`config.mk`:
```
export PLATFORM = sky130hd
export DESIGN_NAME = bit_branch_call_clear_exec
export DESIGN_NICKNAME = d
export VERILOG_FILES = /design/src/rtl/exec_pkg.sv /design/src/rtl/quarter_phase.sv /design/src/rtl/bit_branch_call_clear_exec.sv
export SDC_FILE = /design/constraint.sdc
export NUM_CORES = 1
export LEC_CHECK = 0
export ABC_AREA = 1
export CAP_MARGIN = 20
export CELL_PAD_IN_SITES_DETAIL_PLACEMENT = 1
export CELL_PAD_IN_SITES_GLOBAL_PLACEMENT = 1
export CORE_MARGIN = 1.5
export CORE_UTILIZATION = 50
export DETAILED_ROUTE_END_ITERATION = 10
export DONT_BUFFER_PORTS = 1
export PLACE_DENSITY = 0.83
export SETUP_SLACK_MARGIN = 0.05
export SKIP_CTS_REPAIR_TIMING = 1
export SYNTH_ARGS = -nofsm -noshare
export SYNTH_HDL_FRONTEND = slang
export SYNTH_SLANG_ARGS = --single-unit
```
`constraint.sdc`:
```
create_clock -name pclk -period 2.89 [get_ports pclk]
set_input_delay 0 -clock pclk [delete_from_list [all_inputs] [get_ports pclk]]
set_output_delay 0 -clock pclk [all_outputs]
set_load 0.02 [all_outputs]
```
`src/rtl/exec_pkg.sv`:
```
// constants and types for the six-instruction execution block
// assumes a 21-bit byte program counter and 12-bit data addresses
package exec_pkg;

    localparam int PC_W = 21;
    localparam int DA_W = 12;

    // apb register byte offsets
    localparam logic [7:0] REG_CTRL = 8'h00;
    localparam logic [7:0] REG_FLAGS = 8'h04;
    localparam logic [7:0] REG_WORK = 8'h08;
    localparam logic [7:0] REG_BANK = 8'h0C;
    localparam logic [7:0] REG_SHADOW = 8'h10;
    localparam logic [7:0] REG_PC = 8'h14;

    // flag bit positions
    localparam int FLAG_C = 0;
    localparam int FLAG_DC = 1;
    localparam int FLAG_Z = 2;
    localparam int FLAG_OV = 3;
    localparam int FLAG_N = 4;
    // status bit positions in the flags register
    localparam int STAT_PD = 5;
    localparam int STAT_TO = 6;

    // opcode fields
    localparam logic [3:0] OP_TOGGLE = 4'h7;
    localparam logic [7:0] OP_BOV = 8'hE4;
    localparam logic [7:0] OP_BZ = 8'hE0;
    localparam logic [6:0] OP_CALL = 7'h76;
    localparam logic [6:0] OP_CLEAR = 7'h35;
    localparam logic [15:0] OP_WDT = 16'h0004;
    localparam logic [3:0] ACCESS_BANK = 4'h0;

    // reset values and steps
    localparam logic [15:0] IR_RST = 16'h0000;
    localparam logic [PC_W-1:0] PC_RST = 21'h0;
    localparam logic [PC_W-1:0] PC_STEP = 21'h2;
    localparam logic [4:0] FLAGS_RST = 5'h0;
    localparam logic [7:0] CLEAR_VALUE = 8'h00;
    localparam logic [3:0] QUARTER_RST = 4'h1;

    typedef enum logic {exec_cycle, nop_cycle} cycle_t;

endpackage : exec_pkg

```
`src/rtl/quarter_phase.sv`:
```
// quarter-cycle sequencer: four pclk cycles make one instruction cycle
// assumes one free-running clock and asynchronous active-low reset
`timescale 1ns/1ps
module quarter_phase
    import exec_pkg::*;
(
    input wire logic pclk,
    input wire logic presetn,
    output logic [3:0] q_en
);

    // one-hot ring, bit 0 marks the decode quarter
    always_ff @(posedge pclk or negedge presetn) begin
        if (!presetn) begin
            q_en <= QUARTER_RST;
        end else begin
            q_en <= {q_en[2:0], q_en[3]};
        end
    end

endmodule : quarter_phase

```
`src/rtl/bit_branch_call_clear_exec.sv`:
```
// execution of bit toggle, two branches, call, clear and watchdog clear
// assumes combinational program and data memory reads on pclk,
// and a watchdog and return stack that act on one-cycle strobes.
//
// Function
// RL1 - a=0 selects fixed low bank; a=1 uses bank pointer register
// RL2 - toggle inverts exactly selected bit, leaves flags alone
// RL3 - branch-on-overflow branches only when overflow flag is one
// RL4 - taken branch loads incremented pc plus twice signed offset
// RL5 - branch takes one cycle untaken, two when taken
// RL6 - branch-on-zero branches only when zero flag is one
// RL7 - call pushes address after its two words onto return stack
// RL8 - call with save bit copies working, flags, bank into shadows
// RL9 - call without save bit leaves shadows unchanged
// RL10 - call target is 20 bits from both words, loaded into pc 20:1
// RL11 - call takes two words and two cycles, second a no-op
// RL12 - clear writes zero to addressed register and sets zero flag
// RL13 - watchdog clear zeroes the watchdog count in one cycle
// RL14 - watchdog clear also zeroes the postscaler count
// RL15 - watchdog clear sets timeout and power-down status bits
// RL16 - instructions naming no flag leave all flags unchanged
// RL17 - read operand in quarter two, process three, write four
//
// Implementation choices: the register addresses and the APB slave port.
`timescale 1ns/1ps
module bit_branch_call_clear_exec
    import exec_pkg::*;
(
    input wire logic pclk,
    input wire logic presetn,
    input wire logic psel,
    input wire logic penable,
    input wire logic pwrite,
    input wire logic [7:0] paddr,
    input wire logic [31:0] pwdata,
    output logic [31:0] prdata,
    output logic pready,
    output logic pslverr,
    output logic [PC_W-1:0] pm_addr,
    input wire logic [15:0] pm_data,
    output logic [DA_W-1:0] dm_addr,
    output logic [7:0] dm_wdata,
    output logic dm_we,
    input wire logic [7:0] dm_rdata,
    output logic rs_push,
    output logic [PC_W-1:0] rs_data,
    output logic watchdog_counter_clr,
    output logic watchdog_post_clr,
    input wire logic watchdog_timeout_evt,
    input wire logic sleep_evt,
    output logic timeout_status_n,
    output logic power_down_status_n
);

    // ------------------------------------------------------------
    // quarter sequencing and decode
    // ------------------------------------------------------------
    logic [3:0] q_en;
    logic q1;
    logic q2;
    logic q3;
    logic q4;
    logic run;
    cycle_t state;
    logic [15:0] ir;
    logic [7:0] opnd;
    logic [4:0] flags;
    logic [7:0] working_reg;
    logic [3:0] bank_pointer_reg;
    logic [7:0] working_shadow;
    logic [4:0] flags_shadow;
    logic [3:0] bank_pointer_shadow;
    logic live;
    logic is_toggle;
    logic is_clear;
    logic is_bov;
    logic is_bz;
    logic is_call;
    logic is_wdt;
    logic taken;
    logic apb_wr;
    logic [31:0] next_prdata;
    logic next_pslverr;

    quarter_phase u_phase (
        .pclk(pclk),
        .presetn(presetn),
        .q_en(q_en)
    );

    assign q1 = q_en[0];
    assign q2 = q_en[1];
    assign q3 = q_en[2];
    assign q4 = q_en[3];

    function automatic logic [DA_W-1:0] data_addr(input logic [15:0] w, input logic [3:0] bank);
        data_addr = w[8] ? {bank, w[7:0]} : {ACCESS_BANK, w[7:0]};
    endfunction : data_addr

    function automatic logic [PC_W-1:0] branch_step(input logic [7:0] n);
        branch_step = {{12{n[7]}}, n, 1'b0};
    endfunction : branch_step

    assign live = run && (state == exec_cycle);
    assign is_toggle = (ir[15:12] == OP_TOGGLE);
    assign is_clear = (ir[15:9] == OP_CLEAR);
    assign is_bov = (ir[15:8] == OP_BOV);
    assign is_bz = (ir[15:8] == OP_BZ);
    assign is_call = (ir[15:9] == OP_CALL);
    assign is_wdt = (ir == OP_WDT);
    assign taken = (is_bov && flags[FLAG_OV]) || (is_bz && flags[FLAG_Z]); // see RL3 see RL6
    assign apb_wr = psel && penable && pready && pwrite;

    // ------------------------------------------------------------
    // data memory path
    // ------------------------------------------------------------
    // address settles in the decode quarter so the read is stable in quarter two
    always_ff @(posedge pclk or negedge presetn) begin
        if (!presetn) begin
            dm_addr <= '0;
        end else if (q1 && live) begin
            dm_addr <= data_addr(ir, bank_pointer_reg); // see RL1
        end
    end

    always_ff @(posedge pclk or negedge presetn) begin
        if (!presetn) begin
            opnd <= '0;
        end else if (q2 && live) begin
            opnd <= dm_rdata; // see RL17
        end
    end

    // strobe stands for the whole write quarter
    always_ff @(posedge pclk or negedge presetn) begin
        if (!presetn) begin
            dm_we <= 1'b0;
            dm_wdata <= '0;
        end else begin
            dm_we <= q3 && live && (is_toggle || is_clear); // see RL17
            if (q3 && live) begin
                if (is_clear) begin
                    dm_wdata <= CLEAR_VALUE; // see RL12
                end else begin
                    dm_wdata <= opnd ^ (8'h01 << ir[11:9]); // see RL2
                end
            end
        end
    end

    // ------------------------------------------------------------
    // return stack and program counter
    // ------------------------------------------------------------
    // pc already points past the first word, so one more step skips both
    always_ff @(posedge pclk or negedge presetn) begin
        if (!presetn) begin
            rs_push <= 1'b0;
            rs_data <= PC_RST;
        end else begin
            rs_push <= q2 && live && is_call; // see RL7
            if (q2 && live && is_call) begin
                rs_data <= pm_addr + PC_STEP; // see RL7
            end
        end
    end

    // the word fetched behind a redirect is dropped by the no-op cycle
    always_ff @(posedge pclk or negedge presetn) begin
        if (!presetn) begin
            pm_addr <= PC_RST;
            ir <= IR_RST;
            state <= nop_cycle;
        end else if (q4 && run) begin
            case (state)
                exec_cycle: begin
                    if (taken) begin
                        pm_addr <= pm_addr + branch_step(ir[7:0]); // see RL4
                        state <= nop_cycle; // see RL5
                    end else if (is_call) begin
                        pm_addr <= {pm_data[11:0], ir[7:0], 1'b0}; // see RL10
                        state <= nop_cycle; // see RL11
                    end else begin
                        ir <= pm_data;
                        pm_addr <= pm_addr + PC_STEP; // see RL5
                    end
                end
                nop_cycle: begin
                    ir <= pm_data;
                    pm_addr <= pm_addr + PC_STEP;
                    state <= exec_cycle;
                end
                default: begin
                    state <= nop_cycle;
                end
            endcase
        end
    end

    // ------------------------------------------------------------
    // flags, working registers and shadows
    // ------------------------------------------------------------
    // the core's own update wins over a software write in the same cycle
    always_ff @(posedge pclk or negedge presetn) begin
        if (!presetn) begin
            flags <= FLAGS_RST;
        end else if (q4 && live && is_clear) begin
            flags[FLAG_Z] <= 1'b1; // see RL12 see RL16
        end else if (apb_wr && paddr == REG_FLAGS) begin
            flags <= pwdata[4:0];
        end
    end

    always_ff @(posedge pclk or negedge presetn) begin
        if (!presetn) begin
            working_reg <= '0;
            bank_pointer_reg <= '0;
            run <= 1'b0;
        end else if (apb_wr) begin
            if (paddr == REG_WORK) begin
                working_reg <= pwdata[7:0];
            end
            if (paddr == REG_BANK) begin
                bank_pointer_reg <= pwdata[3:0];
            end
            if (paddr == REG_CTRL) begin
                run <= pwdata[0];
            end
        end
    end

    always_ff @(posedge pclk or negedge presetn) begin
        if (!presetn) begin
            working_shadow <= '0;
            flags_shadow <= FLAGS_RST;
            bank_pointer_shadow <= '0;
        end else if (q4 && live && is_call && ir[8]) begin // see RL8 see RL9
            working_shadow <= working_reg;
            flags_shadow <= flags;
            bank_pointer_shadow <= bank_pointer_reg;
        end
    end

    // ------------------------------------------------------------
    // watchdog strobes and status
    // ------------------------------------------------------------
    always_ff @(posedge pclk or negedge presetn) begin
        if (!presetn) begin
            watchdog_counter_clr <= 1'b0;
            watchdog_post_clr <= 1'b0;
        end else begin
            watchdog_counter_clr <= q4 && live && is_wdt; // see RL13
            watchdog_post_clr <= q4 && live && is_wdt; // see RL14
        end
    end

    // setting by the instruction beats a clearing event in the same cycle
    always_ff @(posedge pclk or negedge presetn) begin
        if (!presetn) begin
            timeout_status_n <= 1'b1;
            power_down_status_n <= 1'b1;
        end else if (q4 && live && is_wdt) begin
            timeout_status_n <= 1'b1; // see RL15
            power_down_status_n <= 1'b1; // see RL15
        end else begin
            if (watchdog_timeout_evt) begin
                timeout_status_n <= 1'b0;
            end
            if (sleep_evt) begin
                power_down_status_n <= 1'b0;
            end
        end
    end

    // ------------------------------------------------------------
    // apb slave, one wait-free access phase
    // ------------------------------------------------------------
    always_comb begin
        next_prdata = '0;
        next_pslverr = 1'b0;
        case (paddr)
            REG_CTRL: next_prdata = {31'h0, run};
            REG_FLAGS: next_prdata = {25'h0, timeout_status_n, power_down_status_n, flags};
            REG_WORK: next_prdata = {24'h000000, working_reg};
            REG_BANK: next_prdata = {28'h0000000, bank_pointer_reg};
            REG_SHADOW: next_prdata = {12'h000, bank_pointer_shadow, 3'h0, flags_shadow, working_shadow};
            REG_PC: next_prdata = {11'h0, pm_addr};
            default: next_pslverr = 1'b1;
        endcase
    end

    always_ff @(posedge pclk or negedge presetn) begin
        if (!presetn) begin
            pready <= 1'b0;
            prdata <= '0;
            pslverr <= 1'b0;
        end else begin
            pready <= psel && !penable;
            if (psel && !penable) begin
                prdata <= pwrite ? 32'h00000000 : next_prdata;
                pslverr <= next_pslverr;
            end else begin
                pslverr <= 1'b0;
            end
        end
    end
endmodule : bit_branch_call_clear_exec

```
# Word-level counts from Yosys, hierarchy flattened
# Index checks and enable logic that the tools add are counted.
# op_classes
mul,0
n_lt_le_gt_ge,0
div_mod_pow,0
shifts,1
n_mux,21
eq_ne,13
bitwise_logic,3
reduce_logical,32
n_addsub,2
# op_table
operator,n
$pmux 21 s6,1
$mux 21,2
$pmux 21 s2,1
$mux 16,2
$mux 32,1
$pmux 16 s2,1
$add 21x2->21 const B,1
$add 21x21->21,1
$logic_and 1x1->1,19
$eq 16x3->1 const B,1
$eq 8x4->1 const B,2
$eq 8x5->1 const B,2
$eq 8x8->1 const B,2
$mux 12,1
$mux 1,9
$eq 8x3->1 const B,1
$logic_not 8->1,1
$mux 8,1
$reduce_and 2->1,4
$shl 1x3->8 const A,1
$xor 8x8->8,1
$eq 7x6->1 const B,1
$eq 7x7->1 const B,1
$reduce_bool 2->1,3
other kinds (9),12
# word_totals
ff_bits,165
latchBits,0
mem_bits_rw,0
mem_count,0
word_cells,96
inputBits,71
romBits,0
out_inout_bits,102

# Logic depth before layout (Yosys ltp)
# depth
depth_word,6
ltp_mapped,15
depth_no_buf,15

# By module
# From an unflattened synthesis, not the netlist that was laid out.
# hier_totals
hier_cells,1109
hier_area_um2,8499.4
# modules_own_cells
module,area_each_um2,cells_each,instances,seq_area_each_um2
bit_branch_call_clear_exec,8398.1,1105,1,3707.3
quarter_phase,101.3,4,1,101.3

# Least setup slack after synthesis
# OpenSTA, ideal clock, no wires.
# synth_timing
kind,register -> register
from,register pm_addr[1]
to,register pm_addr[13]
path_stages_with_launch,16
arrival_time_ns,1.962
setup_time_ns,0.117
period_less_slack_ns,2.079
slack_ns,0.811
path_buffers,0
t_required_ns,2.773
cell_sequence,dfrtp_1 > ha_1 > inv_1 > fa_1 > inv_1 > nand3_1 > nand3_1 > nand2_1 > nand2_1 > nand3_1 > nand2_1 > nand2_1 > nand3_1 > nand2_1 > nand2_1 > nand2_1
# synth_via
elab_chain_len,4
elab_cells_between_ends,5
classes_between,add/sub (2); mux (3)
# synth_lines
item,line,rtl
start: declaration,bit_branch_call_clear_exec.sv:39,"output logic [PC_W-1:0] pm_addr,"
start signal: assignment,bit_branch_call_clear_exec.sv:177,pm_addr <= pm_addr + branch_step(ir[7:0]);
start signal: assignment,bit_branch_call_clear_exec.sv:180,"pm_addr <= {pm_data[11:0], ir[7:0], 1'b0};"
start signal: assignment,bit_branch_call_clear_exec.sv:184,pm_addr <= pm_addr + PC_STEP;
$add 21x2->21,"bit_branch_call_clear_exec.sv:184, bit_branch_call_clear_exec.sv:189",
$mux 21,bit_branch_call_clear_exec.sv:179,end else if (is_call) begin
$mux 21,bit_branch_call_clear_exec.sv:176,if (taken) begin
$pmux 21 s2 *,bit_branch_call_clear_exec.sv:174,case (state)
# Every way passes the cells marked *; elsewhere a longest branch is shown, timed or not.
# A chain may end at the register's enable or synchronous reset.

# Final worst setup path
# layout_timing
from,register pm_addr[6]
to,register pm_addr[8]
# Same word-level chain as after synthesis.

==> qor.txt <==
==================================================================================
Die area                                                                18200 um^2
Hold violation total from the final report                                     153
Total power density per cell area                                      455 nW/um^2
RSZ-0062 raised after global routing                                         false
Worst Path Arrival                                                         2.78 ns
Flip-flop count of the largest register, all copies and words added             21
Number of global-route vias before repair                                     8038
Initial drt markers                                                            516
Buf+Inv Stages, Crit Path                                                        2
Required time worst endpoint                                               3.21 ns
Final core occ                                                               0.575
Via count                                                                     8152
Drt drc                                                                          0
Setup total negative slack                                                    0 ns
Number of antenna-violating nets in the routed design                            0
Fin Hold WS                                                              -0.764 ns
End of the critical path                                                pm_addr[8]
Period utilisation layout                                                    0.849
Count of port buffers added during placement                                     0
Async SR Flop Fraction                                                        1.00
Number of max-slew violations in the final report                                0
Die Height                                                                  135 um
Largest delay contributor family on the critical path                   flip-flops
Antenna cells                                                                    0
Register-to-Register Setup Slack                                           0.44 ns
Root buffer cell                                                      sky130_fd_sc_hd__clkbuf_16
I/O pins                                                                       173
Outcome                                                               complete, but fails checks
Die X-Extent                                                                135 um
Count of warnings emitted by yosys                                               0
Leak                                                                       5.03 nW
Worst-case clock buffer depth                                                    2
Class of the worst hold path                                          primary input to asynchronous set/reset pin
Number of logic stages on the critical path including buffering                 12
Worst Skew                                                               0.0161 ns
Number of buffers added by the clock tree synthesis step                        17
Upper clock frequency limit                                                407 MHz
Count of clock tree sinks                                                      152
Max-slew headroom                                                            0.471
Number of antenna violations at the first check in global routing                0
Slowest cell on the critical path                                     sky130_fd_sc_hd__dfrtp_1
Final #Nets                                                                   1294
Critical path launch point type                                           register
Beginning of the critical path                                          pm_addr[6]
Placement row count                                                             48
Most instantiated flip-flop cell in the synthesis netlist             sky130_fd_sc_hd__dfrtp_1
Placeable core region                                                   17200 um^2
Syn Std Cell Area                                                        8710 um^2
Share of cells above drive strength 1                                       0.0757
Overall Global Routing Usage                                                 0.314
Violated checks                                                        hold timing
Worst path most repeated cell                                         sky130_fd_sc_hd__nand2_1
Post-route minimum period                                                  2.45 ns
Pin count of the biggest net entering global routing                           153
Post-DR wirelength/cell                                                    20.7 um
Endpoint of the most critical register-to-register path                 pm_addr[8]
Wire length of the first global-routing pass                              43300 um
Share of the yosys chip area belonging to registers                          0.437
Largest registers                                                     prdata: 21 flops, pm_addr: 20 flops, rs_data: 20 flops
Clock latency reported for the late side of the worst-skew pair            0.45 ns
Dpl cells                                                                     1368
Post-synth EDFFs                                                                 0
First-pass iteration count of the detailed router                                4
Wirelength, routed                                                        29800 um
Max-cap viol count                                                               0
Via-to-Cell Ratio                                                             5.66
TritonCTS clock tree                                                          done
Synthesis-to-finish area growth                                              13.5%
Initial core utilization                                                     0.507
Largest stage delay, worst path                                            0.71 ns
Fillers                                                                       2165
Count of distinct cell types in the synthesized netlist                         48
Gate count of the mapped netlist                                              1160
Synthesis-stage register bit count                                             152
Worst-path fanout max                                                            7
Critical Path, Cell by Cell                                           ha_1 > nand2_1 > inv_1 > nand2_1 > inv_1 > nand2_1 > nand2_1 > xor2_1 > o21ai_0 > nand2_1 > nand2_1 > nand2_1
Final non-filler cell total                                                   1440
Total gr overflow                                                                0
Clock transition at the registers of the reported paths                    0.08 ns
Reg-to-reg critical path startpoint                                     pm_addr[6]
WS Path Type                                                          register to register
Endpoint class of the critical path                                       register
Transition time of the tightest slew-check pin                            0.793 ns
Worst VDD drop                                                            0.402 mV
DPL Wire Length                                                           21000 um
H-tree depth                                                                     4
Largest register by flop count                                              prdata
Cell depth of the worst flop-to-flop path                                       12
Avg Synthesized Cell Area                                                7.51 um^2
Routability congestion estimate                                              0.925
Setup violators final                                                            0
==================================================================================
## kinds of logic (layout without fill, tap and decap cells)
family                   count (synthesis)  after routing  synth area share
adder cells (fa/ha/maj)                 21             21            0.0310
AO/OA/AOI/OAI                          167            167             0.112
buffers and inverters                  191            234            0.0941
AND/OR/NAND/NOR                        594            594             0.287
XOR/XNOR                                22             22            0.0221
multiplexers                            12             12            0.0155
flip-flops                             152            152             0.437
other                                    1             13          0.000431
## metal layers
metal	routed length, um	GRT usage	up-vias
met5	0	0	-
li1	-	-	3788
met3	1690	0.0691	62
met2	14500	0.525	256
met4	782	0.110	0
met1	12700	0.404	4046
## stage by stage
stage / instance area, um^2 / total power [mW] / worst slack [ns]
2_1_floorplan: 8750 / 2.25 / 0.811
4_1_cts: 9480 / 4.45 / 0.547
5_1_grt: 9880 / 4.62 / 0.270
6_report: 9880 / 4.50 / 0.435
3_5_place_dp: 8890 / 2.25 / 0.563
3_3_place_gp: 8890 / 2.25 / 0.632
## where the power goes
part	leakage [nW]	total, mW	internal (mW)	switching [mW]
clock network	0.284	2.24	1.18	1.06
logic	2.82	0.117	0.0505	0.0660
registers	1.93	2.15	2.14	0.00867
total	5.03	4.50	3.36	1.14
## layout by cell type (no fill, tap or decap), types with 3 or more instances in the layout
master,n
sky130_fd_sc_hd__nand2_1,393
sky130_fd_sc_hd__dfrtp_1,148
sky130_fd_sc_hd__inv_1,139
sky130_fd_sc_hd__nand3_1,93
sky130_fd_sc_hd__o21ai_0,84
sky130_fd_sc_hd__nor2_1,59
sky130_fd_sc_hd__dlygate4sd3_1,40
sky130_fd_sc_hd__a21oi_1,29
sky130_fd_sc_hd__ha_1,20
sky130_fd_sc_hd__xor2_1,19
sky130_fd_sc_hd__clkbuf_16,17
sky130_fd_sc_hd__buf_4,17
sky130_fd_sc_hd__nand4_1,13
sky130_fd_sc_hd__conb_1,13
sky130_fd_sc_hd__mux2_2,12
sky130_fd_sc_hd__o21ai_1,10
sky130_fd_sc_hd__nor3_1,9
sky130_fd_sc_hd__a22o_1,9
sky130_fd_sc_hd__o31ai_1,8
sky130_fd_sc_hd__o22ai_1,7
sky130_fd_sc_hd__inv_2,5
sky130_fd_sc_hd__and2_1,5
sky130_fd_sc_hd__o211ai_1,5
sky130_fd_sc_hd__inv_8,5
sky130_fd_sc_hd__inv_6,5
sky130_fd_sc_hd__nor4_1,4
sky130_fd_sc_hd__dfstp_2,4
sky130_fd_sc_hd__nand3_2,3
sky130_fd_sc_hd__a31oi_1,3
sky130_fd_sc_hd__xnor2_1,3
sky130_fd_sc_hd__o21ai_2,3
## final cells by class
type	count	area, um^2	area share
Tap cell	225	282	0.0285
Timing Repair Buffer	57	528	0.0535
Inverter	145	544	0.0551
Clock inverter	14	148	0.0149
Multi-Input combinational cell	829	4130	0.418
Clock buffer	18	439	0.0445
Sequential cell	152	3810	0.386
## cells in the mapped netlist, types with 3 or more instances
cell type / n / area [um^2]
sky130_fd_sc_hd__o21ai_0: 84 / 420
sky130_fd_sc_hd__mux2_2: 12 / 135
sky130_fd_sc_hd__nor4_1: 4 / 25.0
sky130_fd_sc_hd__nand4_1: 13 / 81.3
sky130_fd_sc_hd__o31ai_1: 8 / 60.1
sky130_fd_sc_hd__nor2_1: 59 / 221
sky130_fd_sc_hd__xor2_1: 19 / 166
sky130_fd_sc_hd__buf_2: 10 / 50.1
sky130_fd_sc_hd__and2_1: 5 / 31.3
sky130_fd_sc_hd__nand3_1: 93 / 465
sky130_fd_sc_hd__o21ai_1: 10 / 50.1
sky130_fd_sc_hd__nand3_2: 3 / 30.0
sky130_fd_sc_hd__xnor2_1: 3 / 26.3
sky130_fd_sc_hd__a31oi_1: 3 / 18.8
sky130_fd_sc_hd__nor3_1: 10 / 50.1
sky130_fd_sc_hd__o21ai_2: 3 / 26.3
sky130_fd_sc_hd__o211ai_1: 5 / 37.5
sky130_fd_sc_hd__nand2_1: 393 / 1480
sky130_fd_sc_hd__clkbuf_1: 15 / 56.3
sky130_fd_sc_hd__buf_6: 4 / 45.0
sky130_fd_sc_hd__inv_1: 139 / 522
sky130_fd_sc_hd__a21oi_1: 29 / 145
sky130_fd_sc_hd__dfrtp_1: 148 / 3700
sky130_fd_sc_hd__o22ai_1: 7 / 43.8
sky130_fd_sc_hd__buf_4: 16 / 120
sky130_fd_sc_hd__ha_1: 20 / 250
sky130_fd_sc_hd__inv_2: 5 / 18.8
sky130_fd_sc_hd__dfstp_2: 4 / 105
sky130_fd_sc_hd__a22o_1: 9 / 78.8
## how the worst min path moves through the flow
stage	start	to	slack (ns)	cells past startpoint
6_report	presetn	prdata[2]	-0.76	0
3_3_place_gp	presetn	prdata[2]	-0.29	0
4_1_cts	presetn	prdata[2]	-0.76	0
3_5_place_dp	presetn	prdata[2]	-0.29	0
2_1_floorplan	presetn	bank_pointer_reg[0]	-0.30	0
5_1_grt	presetn	working_reg[7]	-0.78	0
(Power assumes the default switching activity.)
